## config.mk

```make
export PLATFORM = sky130hd
export DESIGN_NAME = edls_sequencer
export DESIGN_NICKNAME = d
export VERILOG_FILES = /design/src/edls_pkg.sv /design/src/edls_fetch_if.sv /design/src/edls_sequencer.sv /design/src/edls_byte_port.sv
export SDC_FILE = /design/constraint.sdc
export NUM_CORES = 1
export LEC_CHECK = 0
export ABC_CLOCK_PERIOD_IN_PS = 4600
export BUFFER_PORTS_ARGS = -buffer_cell sky130_fd_sc_hd__buf_2
export CORE_ASPECT_RATIO = 1.25
export CORE_MARGIN = 1
export CORE_UTILIZATION = 55
export DETAILED_ROUTE_END_ITERATION = 16
export PLACE_DENSITY_LB_ADDON = 0.25
export SLEW_MARGIN = 20
export SYNTH_ARGS = -nofsm -noshare
export SYNTH_HDL_FRONTEND = slang
export SYNTH_SLANG_ARGS = --single-unit
export TNS_END_PERCENT = 30
```

## constraint.sdc

```tcl
create_clock -name clk_i -period 4.6 [get_ports clk_i]
set_input_delay 1.38 -clock clk_i [delete_from_list [all_inputs] [get_ports clk_i]]
set_output_delay 1.38 -clock clk_i [all_outputs]
set_load 0.01 [all_outputs]
```

## src/edls_pkg.sv

```systemverilog
// How it works
// - Sequencer runs only while video configuration bit 0 is set.
// - Each enabled frame the list restarts at the program base pointer.
// - Entry execution begins at scan line 8, after vertical blank.
// - Entry is two control bytes plus enabled optional blocks in fixed order.
// - Loaded parameters persist across entries until reloaded.
// - First byte bit 5 loads repeat count; lines shown = count + 1.
// - First byte bit 6 loads 19-bit overlay address and 12-bit stride.
// - First byte bit 7 loads text scroll bytes, used only in text mode.
// - Second byte bit 0 loads font base bits 18-11.
// - Second byte bit 1 loads attribute map address and stride in fours.
// - Second byte bit 2 loads attribute scroll and cell size minus one.
// - Second byte bit 3 loads width, palettes and priority.
// - Second byte bit 7 ends list processing for the frame.
// - Vertical sync restarts fetching from the program base pointer.
// - Frame start restores parameter defaults except font base, addresses, strides and overlay off flag.
// - Overlay and attribute map addresses are kept across frames.
// - Overlay mode comes from text, graphics, low and high resolution flags.
// - Graphics modes give 320, 160 or 640 pixels at normal width.
// - Text mode gives 80 columns of character and attribute pairs.
// - Widths span 128, 160 or 184 color clocks.
// - Wide overlay covers horizontal positions 0x2C through 0xD3.
// - Stride advances row address each line (only on row 7 in text mode), 0 to 4095.
// - Overlay wins when any active layer has its priority bit set, or when no layer is active.
package edls_pkg;
   localparam logic [8:0]  EDLS_START_LINE    = 9'h008;
   localparam int          EDLS_EN_BIT        = 0;
   localparam int          EDLS_C0_TEXT       = 0;
   localparam int          EDLS_C0_GFX        = 1;
   localparam int          EDLS_C0_OVOFF      = 2;
   localparam int          EDLS_C0_AMON       = 3;
   localparam int          EDLS_C0_AMOFF      = 4;
   localparam int          EDLS_C0_REPEAT     = 5;
   localparam int          EDLS_C0_OVADDR     = 6;
   localparam int          EDLS_C0_OVERLAY_SCROLL_LOAD   = 7;
   localparam int          EDLS_C1_FONT       = 0;
   localparam int          EDLS_C1_AMADDR     = 1;
   localparam int          EDLS_C1_AMLAYOUT   = 2;
   localparam int          EDLS_C1_MISC       = 3;
   localparam int          EDLS_C1_LORES      = 4;
   localparam int          EDLS_C1_HIRES      = 5;
   localparam int          EDLS_C1_END        = 7;
   localparam logic [1:0]  EDLS_WIDTH_NORMAL  = 2'h1;
   localparam logic [1:0]  EDLS_WIDTH_WIDE    = 2'h2;
   localparam logic [7:0]  EDLS_PRIO_RESET    = 8'hFF;
   localparam logic [7:0]  EDLS_CELL_RESET    = 8'h07;
   localparam logic [1:0]  EDLS_PF_PAL_RESET  = 2'h0;
   localparam logic [1:0]  EDLS_OV_PAL_RESET  = 2'h1;
   localparam logic [7:0]  EDLS_CLK_NARROW    = 8'h80;
   localparam logic [7:0]  EDLS_CLK_NORMAL    = 8'hA0;
   localparam logic [7:0]  EDLS_CLK_WIDE      = 8'hB8;
   localparam logic [7:0]  EDLS_NARROW_LEFT   = 8'h40;
   localparam logic [7:0]  EDLS_NORMAL_LEFT   = 8'h30;
   localparam logic [7:0]  EDLS_WIDE_LEFT     = 8'h2C;
   localparam logic [7:0]  EDLS_WIDE_RIGHT    = 8'hD3;
   localparam logic [9:0]  EDLS_PIX_STD       = 10'h140;
   localparam logic [9:0]  EDLS_PIX_LORES     = 10'h0A0;
   localparam logic [9:0]  EDLS_PIX_HIRES     = 10'h280;
   localparam logic [9:0]  EDLS_TEXT_COLS     = 10'h050;

   typedef enum logic [2:0] {
      EDLS_MODE_OFF   = 3'h0,
      EDLS_MODE_STD   = 3'h1,
      EDLS_MODE_LORES = 3'h2,
      EDLS_MODE_HIRES = 3'h3,
      EDLS_MODE_TEXT  = 3'h4
   } edls_mode_type;
endpackage

```

## src/edls_fetch_if.sv

```systemverilog
`timescale 1ns/1ps
// Byte fetch channel
interface edls_fetch_if;
   logic        req;
   logic [18:0] addr;
   logic        ack;
   logic [7:0]  data;
   modport seq (output req, output addr, input ack, input data);
   modport mem (input req, input addr, output ack, output data);
endinterface

```

## src/edls_sequencer.sv

```systemverilog
`timescale 1ns/1ps
module edls_sequencer (
   // Clock and reset
   input  wire logic        clk_i,
   input  wire logic        resetn_i,
   // Configuration
   input  wire logic [7:0]  video_cfg_i,
   input  wire logic [18:0] program_base_pointer_i,
   // Scan timing
   input  wire logic        vsync_i,
   input  wire logic [8:0]  scan_line_i,
   input  wire logic        line_start_i,
   input  wire logic [7:0]  hpos_i,
   // Layer priority inputs
   input  wire logic [7:0]  layer_active_i,
   // Local memory
   output logic              mem_rd_o,
   output logic [18:0]       mem_addr_o,
   input  wire logic        mem_ack_i,
   input  wire logic [7:0]  mem_data_i,
   // Status
   output logic              busy_o,
   output logic              list_done_o,
   // Overlay parameters
   output logic [2:0]        overlay_mode_o,
   output logic              overlay_off_flag_o,
   output logic [18:0]       overlay_row_addr_o,
   output logic [11:0]       overlay_stride_o,
   output logic [7:0]        overlay_hscroll_o,
   output logic [7:0]        overlay_vscroll_o,
   output logic [9:0]        overlay_pixels_o,
   output logic [7:0]        overlay_clocks_o,
   output logic              overlay_window_o,
   output logic              overlay_wins_o,
   output logic [7:0]        font_base_o,
   // Attribute map parameters
   output logic              attr_map_on_o,
   output logic [18:0]       attr_addr_o,
   output logic [11:0]       attr_stride_o,
   output logic [7:0]        attr_hscroll_o,
   output logic [7:0]        attr_vscroll_o,
   output logic [7:0]        attr_cell_w_o,
   output logic [7:0]        attr_cell_h_o,
   // Misc parameters
   output logic [1:0]        width_o,
   output logic [1:0]        pf_palette_o,
   output logic [1:0]        ov_palette_o,
   output logic [7:0]        priority_o
);
   // ****************************************************
   // Types and state
   // ****************************************************
   typedef enum logic [2:0] {
      EDLS_IDLE  = 3'h0,
      EDLS_WAIT  = 3'h1,
      EDLS_FETCH = 3'h2,
      EDLS_LINE  = 3'h3,
      EDLS_DONE  = 3'h4
   } edls_state_type;

   edls_fetch_if fetch ();

   edls_state_type state;
   edls_state_type next_state;
   logic [2:0]  vs_sync;
   logic        vs_seen;
   logic [7:0]  c0;
   logic [7:0]  c1;
   logic [4:0]  idx;
   logic [18:0] ptr;
   logic [8:0]  lines_left;
   logic        req;

   // ****************************************************
   // Byte position decode
   // ****************************************************
   // Byte slot: 0,1 control; 2 repeat; 3-7 ov addr; 8-9 scroll; 10 font;
   // 11-15 attr addr; 16-19 attr layout; 20-21 misc; 22 end of entry
   function automatic logic [4:0] edls_next_slot(input logic [4:0] cur,
                                                 input logic [7:0] b0,
                                                 input logic [7:0] b1);
      logic [4:0] n;
      n = cur + 5'h01;
      if (n == 5'h02 && !b0[edls_pkg::EDLS_C0_REPEAT]) n = 5'h03;
      if (n == 5'h03 && !b0[edls_pkg::EDLS_C0_OVADDR]) n = 5'h08;
      if (n == 5'h08 && !b0[edls_pkg::EDLS_C0_OVERLAY_SCROLL_LOAD]) n = 5'h0A;
      if (n == 5'h0A && !b1[edls_pkg::EDLS_C1_FONT]) n = 5'h0B;
      if (n == 5'h0B && !b1[edls_pkg::EDLS_C1_AMADDR]) n = 5'h10;
      if (n == 5'h10 && !b1[edls_pkg::EDLS_C1_AMLAYOUT]) n = 5'h14;
      if (n == 5'h14 && !b1[edls_pkg::EDLS_C1_MISC]) n = 5'h16;
      return n;
   endfunction

   function automatic logic [1:0] edls_width_decode(input logic [1:0] code);
      return (code == edls_pkg::EDLS_WIDTH_NORMAL || code == edls_pkg::EDLS_WIDTH_WIDE)
             ? code : 2'h0;
   endfunction

   wire vs_rise   = vs_sync[1] & vs_sync[2] & ~vs_seen;
   wire enabled   = video_cfg_i[edls_pkg::EDLS_EN_BIT];
   wire got       = fetch.ack;
   wire [7:0] d   = fetch.data;
   wire [4:0] slot_after = edls_next_slot(idx, (idx == 5'h00) ? d : c0,
                                          (idx == 5'h01) ? d : c1);
   wire entry_end = got && slot_after == 5'h16;
   wire in_text   = overlay_mode_o == edls_pkg::EDLS_MODE_TEXT;

   assign fetch.req  = req;
   assign fetch.addr = ptr;
   assign busy_o     = state != EDLS_IDLE;
   assign list_done_o = state == EDLS_DONE;

   edls_byte_port u_port (
      .clk_i      (clk_i),
      .resetn_i   (resetn_i),
      .fetch      (fetch),
      .mem_rd_o   (mem_rd_o),
      .mem_addr_o (mem_addr_o),
      .mem_ack_i  (mem_ack_i),
      .mem_data_i (mem_data_i)
   );

   // ****************************************************
   // Next state
   // ****************************************************
   always_comb begin
      next_state = state;
      case (state)
         EDLS_IDLE:  if (enabled && vs_rise) next_state = EDLS_WAIT;
         EDLS_WAIT:  if (scan_line_i == edls_pkg::EDLS_START_LINE) next_state = EDLS_FETCH;
         EDLS_FETCH: if (entry_end) next_state = EDLS_LINE;
         EDLS_LINE: begin
            if (line_start_i && lines_left == 9'h000)
               next_state = c1[edls_pkg::EDLS_C1_END] ? EDLS_DONE : EDLS_FETCH;
         end
         EDLS_DONE:  next_state = EDLS_DONE;
         default:    next_state = EDLS_IDLE;
      endcase
      if (!enabled) next_state = EDLS_IDLE;
      else if (vs_rise) next_state = EDLS_WAIT;
   end

   // ****************************************************
   // Sequencer and parameter registers
   // ****************************************************
   always_ff @(posedge clk_i or negedge resetn_i) begin
      if (!resetn_i) begin
         state              <= EDLS_IDLE;
         vs_sync            <= 3'h0;
         vs_seen            <= 1'b0;
         c0                 <= 8'h00;
         c1                 <= 8'h00;
         idx                <= 5'h00;
         ptr                <= 19'h00000;
         req                <= 1'b0;
         lines_left         <= 9'h000;
         overlay_mode_o     <= edls_pkg::EDLS_MODE_OFF;
         overlay_off_flag_o <= 1'b1;
         overlay_row_addr_o <= 19'h00000;
         overlay_stride_o   <= 12'h000;
         overlay_hscroll_o  <= 8'h00;
         overlay_vscroll_o  <= 8'h00;
         font_base_o        <= 8'h00;
         attr_map_on_o      <= 1'b0;
         attr_addr_o        <= 19'h00000;
         attr_stride_o      <= 12'h000;
         attr_hscroll_o     <= 8'h00;
         attr_vscroll_o     <= 8'h00;
         attr_cell_w_o      <= edls_pkg::EDLS_CELL_RESET;
         attr_cell_h_o      <= edls_pkg::EDLS_CELL_RESET;
         width_o            <= edls_pkg::EDLS_WIDTH_NORMAL;
         pf_palette_o       <= edls_pkg::EDLS_PF_PAL_RESET;
         ov_palette_o       <= edls_pkg::EDLS_OV_PAL_RESET;
         priority_o         <= edls_pkg::EDLS_PRIO_RESET;
      end else begin
         vs_sync <= {vs_sync[1:0], vsync_i};
         if (vs_sync[1] == vs_sync[2]) vs_seen <= vs_sync[2];
         state <= next_state;
         req   <= 1'b0;
         if (enabled && vs_rise) begin
            ptr               <= program_base_pointer_i;
            idx               <= 5'h00;
            overlay_hscroll_o <= 8'h00;
            overlay_vscroll_o <= 8'h00;
            width_o           <= edls_pkg::EDLS_WIDTH_NORMAL;
            priority_o        <= edls_pkg::EDLS_PRIO_RESET;
            attr_map_on_o     <= 1'b0;
            attr_hscroll_o    <= 8'h00;
            attr_vscroll_o    <= 8'h00;
            attr_cell_w_o     <= edls_pkg::EDLS_CELL_RESET;
            attr_cell_h_o     <= edls_pkg::EDLS_CELL_RESET;
            pf_palette_o      <= edls_pkg::EDLS_PF_PAL_RESET;
            ov_palette_o      <= edls_pkg::EDLS_OV_PAL_RESET;
            overlay_mode_o    <= edls_pkg::EDLS_MODE_OFF;
            // Addresses kept
         end else if (state == EDLS_FETCH) begin
            req <= !got && !req && !fetch.ack;
            if (got) begin
               ptr <= ptr + 19'h00001;
               idx <= (slot_after == 5'h16) ? 5'h00 : slot_after;
               case (idx)
                  5'h00: begin
                     c0         <= d;
                     lines_left <= 9'h000;
                  end
                  5'h01: c1 <= d;
                  5'h02: lines_left <= {1'b0, d};
                  5'h03: overlay_row_addr_o[7:0]   <= d;
                  5'h04: overlay_row_addr_o[15:8]  <= d;
                  5'h05: overlay_row_addr_o[18:16] <= d[2:0];
                  5'h06: overlay_stride_o[7:0]     <= d;
                  5'h07: overlay_stride_o[11:8]    <= d[3:0];
                  5'h08: overlay_hscroll_o         <= d;
                  5'h09: overlay_vscroll_o         <= d;
                  5'h0A: font_base_o               <= d;
                  5'h0B: attr_addr_o[7:0]          <= d;
                  5'h0C: attr_addr_o[15:8]         <= d;
                  5'h0D: attr_addr_o[18:16]        <= d[2:0];
                  5'h0E: attr_stride_o[7:0]        <= {d[7:2], 2'h0};
                  5'h0F: attr_stride_o[11:8]       <= d[3:0];
                  5'h10: attr_hscroll_o            <= d;
                  5'h11: attr_vscroll_o            <= d;
                  5'h12: attr_cell_w_o             <= d;
                  5'h13: attr_cell_h_o             <= d;
                  5'h14: begin
                     pf_palette_o <= d[7:6];
                     ov_palette_o <= d[5:4];
                     width_o      <= edls_width_decode(d[1:0]);
                  end
                  5'h15: priority_o <= d;
                  default: ;
               endcase
               if (slot_after == 5'h16) begin
                  if (c0[edls_pkg::EDLS_C0_TEXT])
                     overlay_mode_o <= edls_pkg::EDLS_MODE_TEXT;
                  else if (!c0[edls_pkg::EDLS_C0_GFX])
                     overlay_mode_o <= edls_pkg::EDLS_MODE_OFF;
                  else if (c1[edls_pkg::EDLS_C1_LORES])
                     overlay_mode_o <= edls_pkg::EDLS_MODE_LORES;
                  else if (c1[edls_pkg::EDLS_C1_HIRES])
                     overlay_mode_o <= edls_pkg::EDLS_MODE_HIRES;
                  else
                     overlay_mode_o <= edls_pkg::EDLS_MODE_STD;
                  overlay_off_flag_o <= c0[edls_pkg::EDLS_C0_OVOFF];
                  if (c0[edls_pkg::EDLS_C0_AMON]) attr_map_on_o <= 1'b1;
                  if (c0[edls_pkg::EDLS_C0_AMOFF]) attr_map_on_o <= 1'b0;
               end
            end
         end else if (state == EDLS_LINE && line_start_i) begin
            if (lines_left != 9'h000) lines_left <= lines_left - 9'h001;
            // Text rows advance on row 7
            if (!in_text || overlay_vscroll_o[2:0] == 3'h7)
               overlay_row_addr_o <= overlay_row_addr_o
                                   + {7'h00, overlay_stride_o};
            if (in_text)
               overlay_vscroll_o <= {5'h00, overlay_vscroll_o[2:0] + 3'h1};
         end
      end
   end

   // ****************************************************
   // Width and resolution decode
   // ****************************************************
   wire is_wide   = width_o == edls_pkg::EDLS_WIDTH_WIDE;
   wire is_normal = width_o == edls_pkg::EDLS_WIDTH_NORMAL;
   wire [7:0] left_edge = is_wide   ? edls_pkg::EDLS_WIDE_LEFT :
                          is_normal ? edls_pkg::EDLS_NORMAL_LEFT :
                                      edls_pkg::EDLS_NARROW_LEFT;
   assign overlay_clocks_o = is_wide   ? edls_pkg::EDLS_CLK_WIDE :
                             is_normal ? edls_pkg::EDLS_CLK_NORMAL :
                                         edls_pkg::EDLS_CLK_NARROW;
   wire [8:0] right_edge = is_wide ? {1'b0, edls_pkg::EDLS_WIDE_RIGHT} :
                           {1'b0, left_edge} + {1'b0, overlay_clocks_o} - 9'h001;
   assign overlay_window_o = busy_o && !overlay_off_flag_o
                           && hpos_i >= left_edge
                           && {1'b0, hpos_i} <= right_edge;
   assign overlay_pixels_o =
      (overlay_mode_o == edls_pkg::EDLS_MODE_STD)   ? edls_pkg::EDLS_PIX_STD :
      (overlay_mode_o == edls_pkg::EDLS_MODE_LORES) ? edls_pkg::EDLS_PIX_LORES :
      (overlay_mode_o == edls_pkg::EDLS_MODE_HIRES) ? edls_pkg::EDLS_PIX_HIRES :
      in_text                                       ? edls_pkg::EDLS_TEXT_COLS :
                                                      10'h000;
   assign overlay_wins_o = |(priority_o & layer_active_i) || layer_active_i == 8'h00;
endmodule

```

## src/edls_byte_port.sv

```systemverilog
`timescale 1ns/1ps
// One outstanding read, data registered
module edls_byte_port (
   // Clock and reset
   input  wire logic        clk_i,
   input  wire logic        resetn_i,
   // Sequencer side
   edls_fetch_if.mem         fetch,
   // Local memory side
   output logic              mem_rd_o,
   output logic [18:0]       mem_addr_o,
   input  wire logic        mem_ack_i,
   input  wire logic [7:0]  mem_data_i
);
   logic       busy;
   logic       ack;
   logic [7:0] data;
   logic [18:0] addr;

   assign mem_rd_o   = busy;
   assign mem_addr_o = addr;
   assign fetch.ack  = ack;
   assign fetch.data = data;

   always_ff @(posedge clk_i or negedge resetn_i) begin
      if (!resetn_i) begin
         busy <= 1'b0;
         ack  <= 1'b0;
         data <= 8'h00;
         addr <= 19'h00000;
      end else begin
         ack <= 1'b0;
         if (busy && mem_ack_i) begin
            busy <= 1'b0;
            ack  <= 1'b1;
            data <= mem_data_i;
         end else if (!busy && !ack && fetch.req) begin
            busy <= 1'b1;
            addr <= fetch.addr;
         end
      end
   end
endmodule

```

* Word level (Yosys, flattened, before mapping)
Index checks and enable logic that the tools add are counted.
Widths: inputs -> output; s select.
** Word-level totals
- Output and inout port bits :: 179
- Logic and storage cells :: 303
- Input bits :: 65
- Flip-flop bits (word level) :: 221
** Cells by class
- Bitwise gates (word level) :: 6
- $add $sub $neg :: 7
- $lt $le $gt $ge :: 2
- Eq/ne operators :: 55
- Muxes and demuxes :: 107
- Reductions and logical operators :: 87
** Operator list (number)
- $mux 8 :: 33
- $mux 19 :: 7
- $reduce_and 4->1 :: 14
- $eq 5x4->1 const B :: 11
- $mux 5 :: 11
- $eq 5x5->1 const B :: 9
- $mux 9 :: 5
- $mux 3 :: 13
- $mux 2 :: 16
- $mux 10 :: 3
- $reduce_bool 2->1 :: 14
- $reduce_and 3->1 :: 9
- $mux 7 :: 3
- $eq 5x2->1 const B :: 4
- $eq 5x3->1 const B :: 4
- $reduce_and 5->1 :: 4
- $add 19x1->19 const B :: 1
- $add 19x12->19 :: 1
- $logic_and 1x1->1 :: 19
- $pmux 9 s2 :: 1
- $sub 9x1->9 const B :: 2
- $ne 4x4->1 const B :: 4
- $pmux 3 s5 :: 1
- $eq 3x2->1 const B :: 4
- other kinds (30) :: 71

* Longest topological paths before layout
- Depth after elaboration :: 29
- Depth in mapped cells :: 15
- Mapped depth without buffers :: 13

* By module
Synthesis repeated with hierarchy kept, for this count alone.
** Second synthesis, totals
- Cells, all modules :: 1083
- Area total of the unflattened synthesis :: 11040.6 um^2
** By module, submodules not included
- edls_sequencer :: times used 1, cells each 1020, area each 9957.0 um^2
- edls_byte_port :: times used 1, cells each 63, area each 1083.5 um^2

* Worst setup path after synthesis
No wires, ideal clock.
- Path kind :: input port to output port
- Start :: input hpos_i[3]
- End :: output overlay_window_o
- Path slack :: 0.011 ns
- Arrival :: 3.209 ns
- Data required time :: 3.220 ns
- Stages on the path :: 10
- Buffers on the path :: 0
- Cell sequence :: ha_1 > inv_1 > a21oi_1 > nor2_1 > or3_1 > a21oi_1 > o21bai_1 > a21oi_1 > a21oi_1 > a2111oi_0
** Between the ends
- Longest elaborated chain between the ends :: 3
** RTL lines
- start: declaration :: RTL line edls_sequencer.sv:13 : input wire logic [7:0] hpos_i,
- $ge 8x7->1 :: RTL line edls_sequencer.sv:275 : && hpos_i >= left_edge
- $logic_and 1x1->1 :: RTL line edls_sequencer.sv:275
- $logic_and 1x1->1 * :: RTL line edls_sequencer.sv:276 : && {1'b0, hpos_i} <= right_edge;
- end: declaration :: RTL line edls_sequencer.sv:33 : output logic overlay_window_o,
Mark *: on every way between the ends. The rest lies on a longest branch, timed or not.

* Final worst setup path
Ends and elaborated chain as after synthesis.

==> results.cfg <==
[run_status]
status = complete, no violations

[placement]
routabilityCongestion = 0.976
io_buffers = 225
place_inst = 1520
dpl.hpwl_um = 19700

[routing]
drcViolationCount = 0
wirelength_um = 28400
dr.pass1.iters = 5
ant_nets = 0
vias_per_cell = 5.64
via_count = 8798
post_drt_wl_per_cell_um = 18.2
first_iter_violations = 560

[synth]
synthTopCellsByCount = dfrtp_1, nand2_1, mux2_2, nor2_1, o21ai_0
ys_ff_latch = 220
yosysTopAreaCellShare = 0.457
async_flop_share = 1.00
synthFlopType = dfrtp_1
synth.largest_area_cell = dfrtp_1
syn-cell-area_um2 = 11100
synth_warnings = 0
synthCells = 1069
ys_seq_area_frac = 0.498
synth_edf_count = 0
synth.area.top_cells = dfrtp_1, mux2_2, nand2_1
synth_most_common_cell = dfrtp_1
synth_cell_types = 79
synth.avg_cell_area_um2 = 10.4

[timing]
slew_headroom = 0.366
slew_violations = 0
fin_worst_skew_ns = 0.0278
period_minus_slack_ns = 4.45
whs_ns = 0.349
fmax_mhz = 225
hold_viol = 0
setup_violations = 0
fin_crit_sh = 0.967
worstMarginPinSlew_ns = 0.952

[cts]
clock_path_buffers = 3
cts_tree = built
cts_buffers = 22
cts_setup_buffers = 0
clk_latency_ns = 0.52
cts-root-buf = clkbuf_16
cts_sinks = 220
cts_max_level = 1
clkTransAtPathRegs_ns = 0.06

[power]
power_mw = 4.34
cellLeakagePower_nw = 7.00
ir_worst_vdd_v = 0.000358
power-per-cell-area_nw_per_um2 = 327

[flow_run]
cap_violations = 0

[worst_setup_path]
crit_path_end_kind = output port
cp.required_ns = 3.22
cp-start-kind = input port
critical_path_class = in -> out
cp_max_fo = 2
cp.arrival_ns = 3.07
reg2reg_depth = 13

[global_route]
grt_pass1_wl_um = 44900
overflow = 0
grt_usage = 0.276
grt_max_degree = 105
antenna_found_initial = 0
grt_pass1_vias = 8576

[layout]
syn_to_final_growth_pct = 19.2
layout-drive-gt1-share = 0.323
final_cells = 1559
diodes = 0
utilization = 0.675
nets = 1382

[floorplan]
ios = 244
rows = 57
coreArea_um2 = 19600
die_h_um = 161
die_width_um = 129
start_util = 0.566
dieArea_um2 = 20800

[min_path]
hold_depth = 0
hp-class = reg -> reg
## flip-flops by register name, summed over array words and instances, names as in the netlist, 5 cells and up
register	cells
c1	7
overlay_vscroll_o	8
overlay_stride_o	12
attr_stride_o	10
fetch.addr	19
idx	5
attr_vscroll_o	8
font_base_o	8
attr_cell_h_o	8
overlay_hscroll_o	8
u_port.mem_addr_o	19
priority_o	8
u_port.fetch.data	8
attr_addr_o	19
attr_cell_w_o	8
lines_left	9
attr_hscroll_o	8
overlay_row_addr_o	19
c0	8
## worst max-delay path, stage by stage
cell	delay, ns
buf_4	0.12
ha_4	0.25
inv_1	0.04
a21oi_2	0.11
nor2_1	0.04
or3_1	0.30
a21oi_1	0.15
o21bai_1	0.07
a21oi_1	0.13
a21oi_1	0.06
a2111oi_2	0.21
buf_2	0.18
## placed cells by master (no fill, tap or decap), types with 17 or more instances in the layout
master / Yosys / layout
dfstp_2: 17 / 17
buf_2: 1 / 223
a21oi_1: 51 / 50
o21ai_0: 67 / 67
nand2_1: 132 / 132
buf_4: 14 / 21
mux2_2: 95 / 95
dfrtp_1: 203 / 203
nand3_1: 27 / 27
nor2_1: 78 / 77
ha_1: 37 / 35
mux2i_1: 49 / 49
clkbuf_16: 0 / 22
inv_1: 35 / 35
## through the flow
step / TNS [ns] / area [um^2] / setup WS, ns
after global placement: -0.0412 / 12500 / -0.0412
after CTS: 0 / 13200 / 0.00444
after detailed placement: -0.0831 / 12500 / -0.0831
after floorplan: 0 / 11100 / 0.0113
after global routing: -0.0168 / 13200 / -0.0168
final: 0 / 13200 / 0.152
## per-layer routing
metal  track usage  vias up  wire [um]
met3        0.0366       50       1650
met2         0.487      300      14500
li1              -     4144          -
met1         0.352     4304      11600
met4        0.0791        0        630
met5             0        -          0
## area by class of cell
class | instances | area (um^2)
clock buffer | 31 | 654
clock inverter | 8 | 76.3
fill | 1594 | 6370
inverter | 35 | 131
multi-input combinational | 753 | 5200
sequential | 220 | 5530
tap | 265 | 332
timing repair buffer | 247 | 1320
## worst paths after layout
check,startpoint,to,slack [ns]
max in group asynchronous,resetn_i,priority_o[7]$_DFFE_PN1P_,2.76
worst min-delay path,vs_sync[0]$_DFF_PN0_,vs_sync[1]$_DFF_PN0_,0.35
worst min register to register,vs_sync[0]$_DFF_PN0_,vs_sync[1]$_DFF_PN0_,0.35
worst max-delay path,hpos_i[3],overlay_window_o,0.15
worst max register to register,idx[0]$_DFFE_PN0P_,overlay_mode_o[1]$_DFFE_PN0P_,0.68
min in group asynchronous,resetn_i,font_base_o[0]$_DFFE_PN0P_,0.89
## report_power, final
part / total (mW) / switching (mW) / internal, mW
sequential: 2.12 / 0.0994 / 2.02
clock: 1.81 / 0.767 / 1.05
combinational: 0.399 / 0.237 / 0.162
## repair_timing
| item | in CTS | in global routing |
|---|---|---|
| gates resized for setup | 0 | 7 |
| pin swaps | 1 | 1 |
| hold buffers | 0 | 0 |
| endpoints found under the hold margin | 0 | 0 |
| setup endpoints to repair | 1 | 1 |
## logic make-up after synthesis
| family | Yosys count | share of synthesized area |
|---|---|---|
| simple gates | 337 | 0.144 |
| xor+xnor | 27 | 0.0213 |
| mux | 145 | 0.141 |
| buf+inv | 105 | 0.0410 |
| compound gates | 195 | 0.110 |
| flops | 220 | 0.498 |
| other cells | 2 | 0.000676 |
| fa+ha+maj | 38 | 0.0435 |
Power figures use the tool's default switching activity.
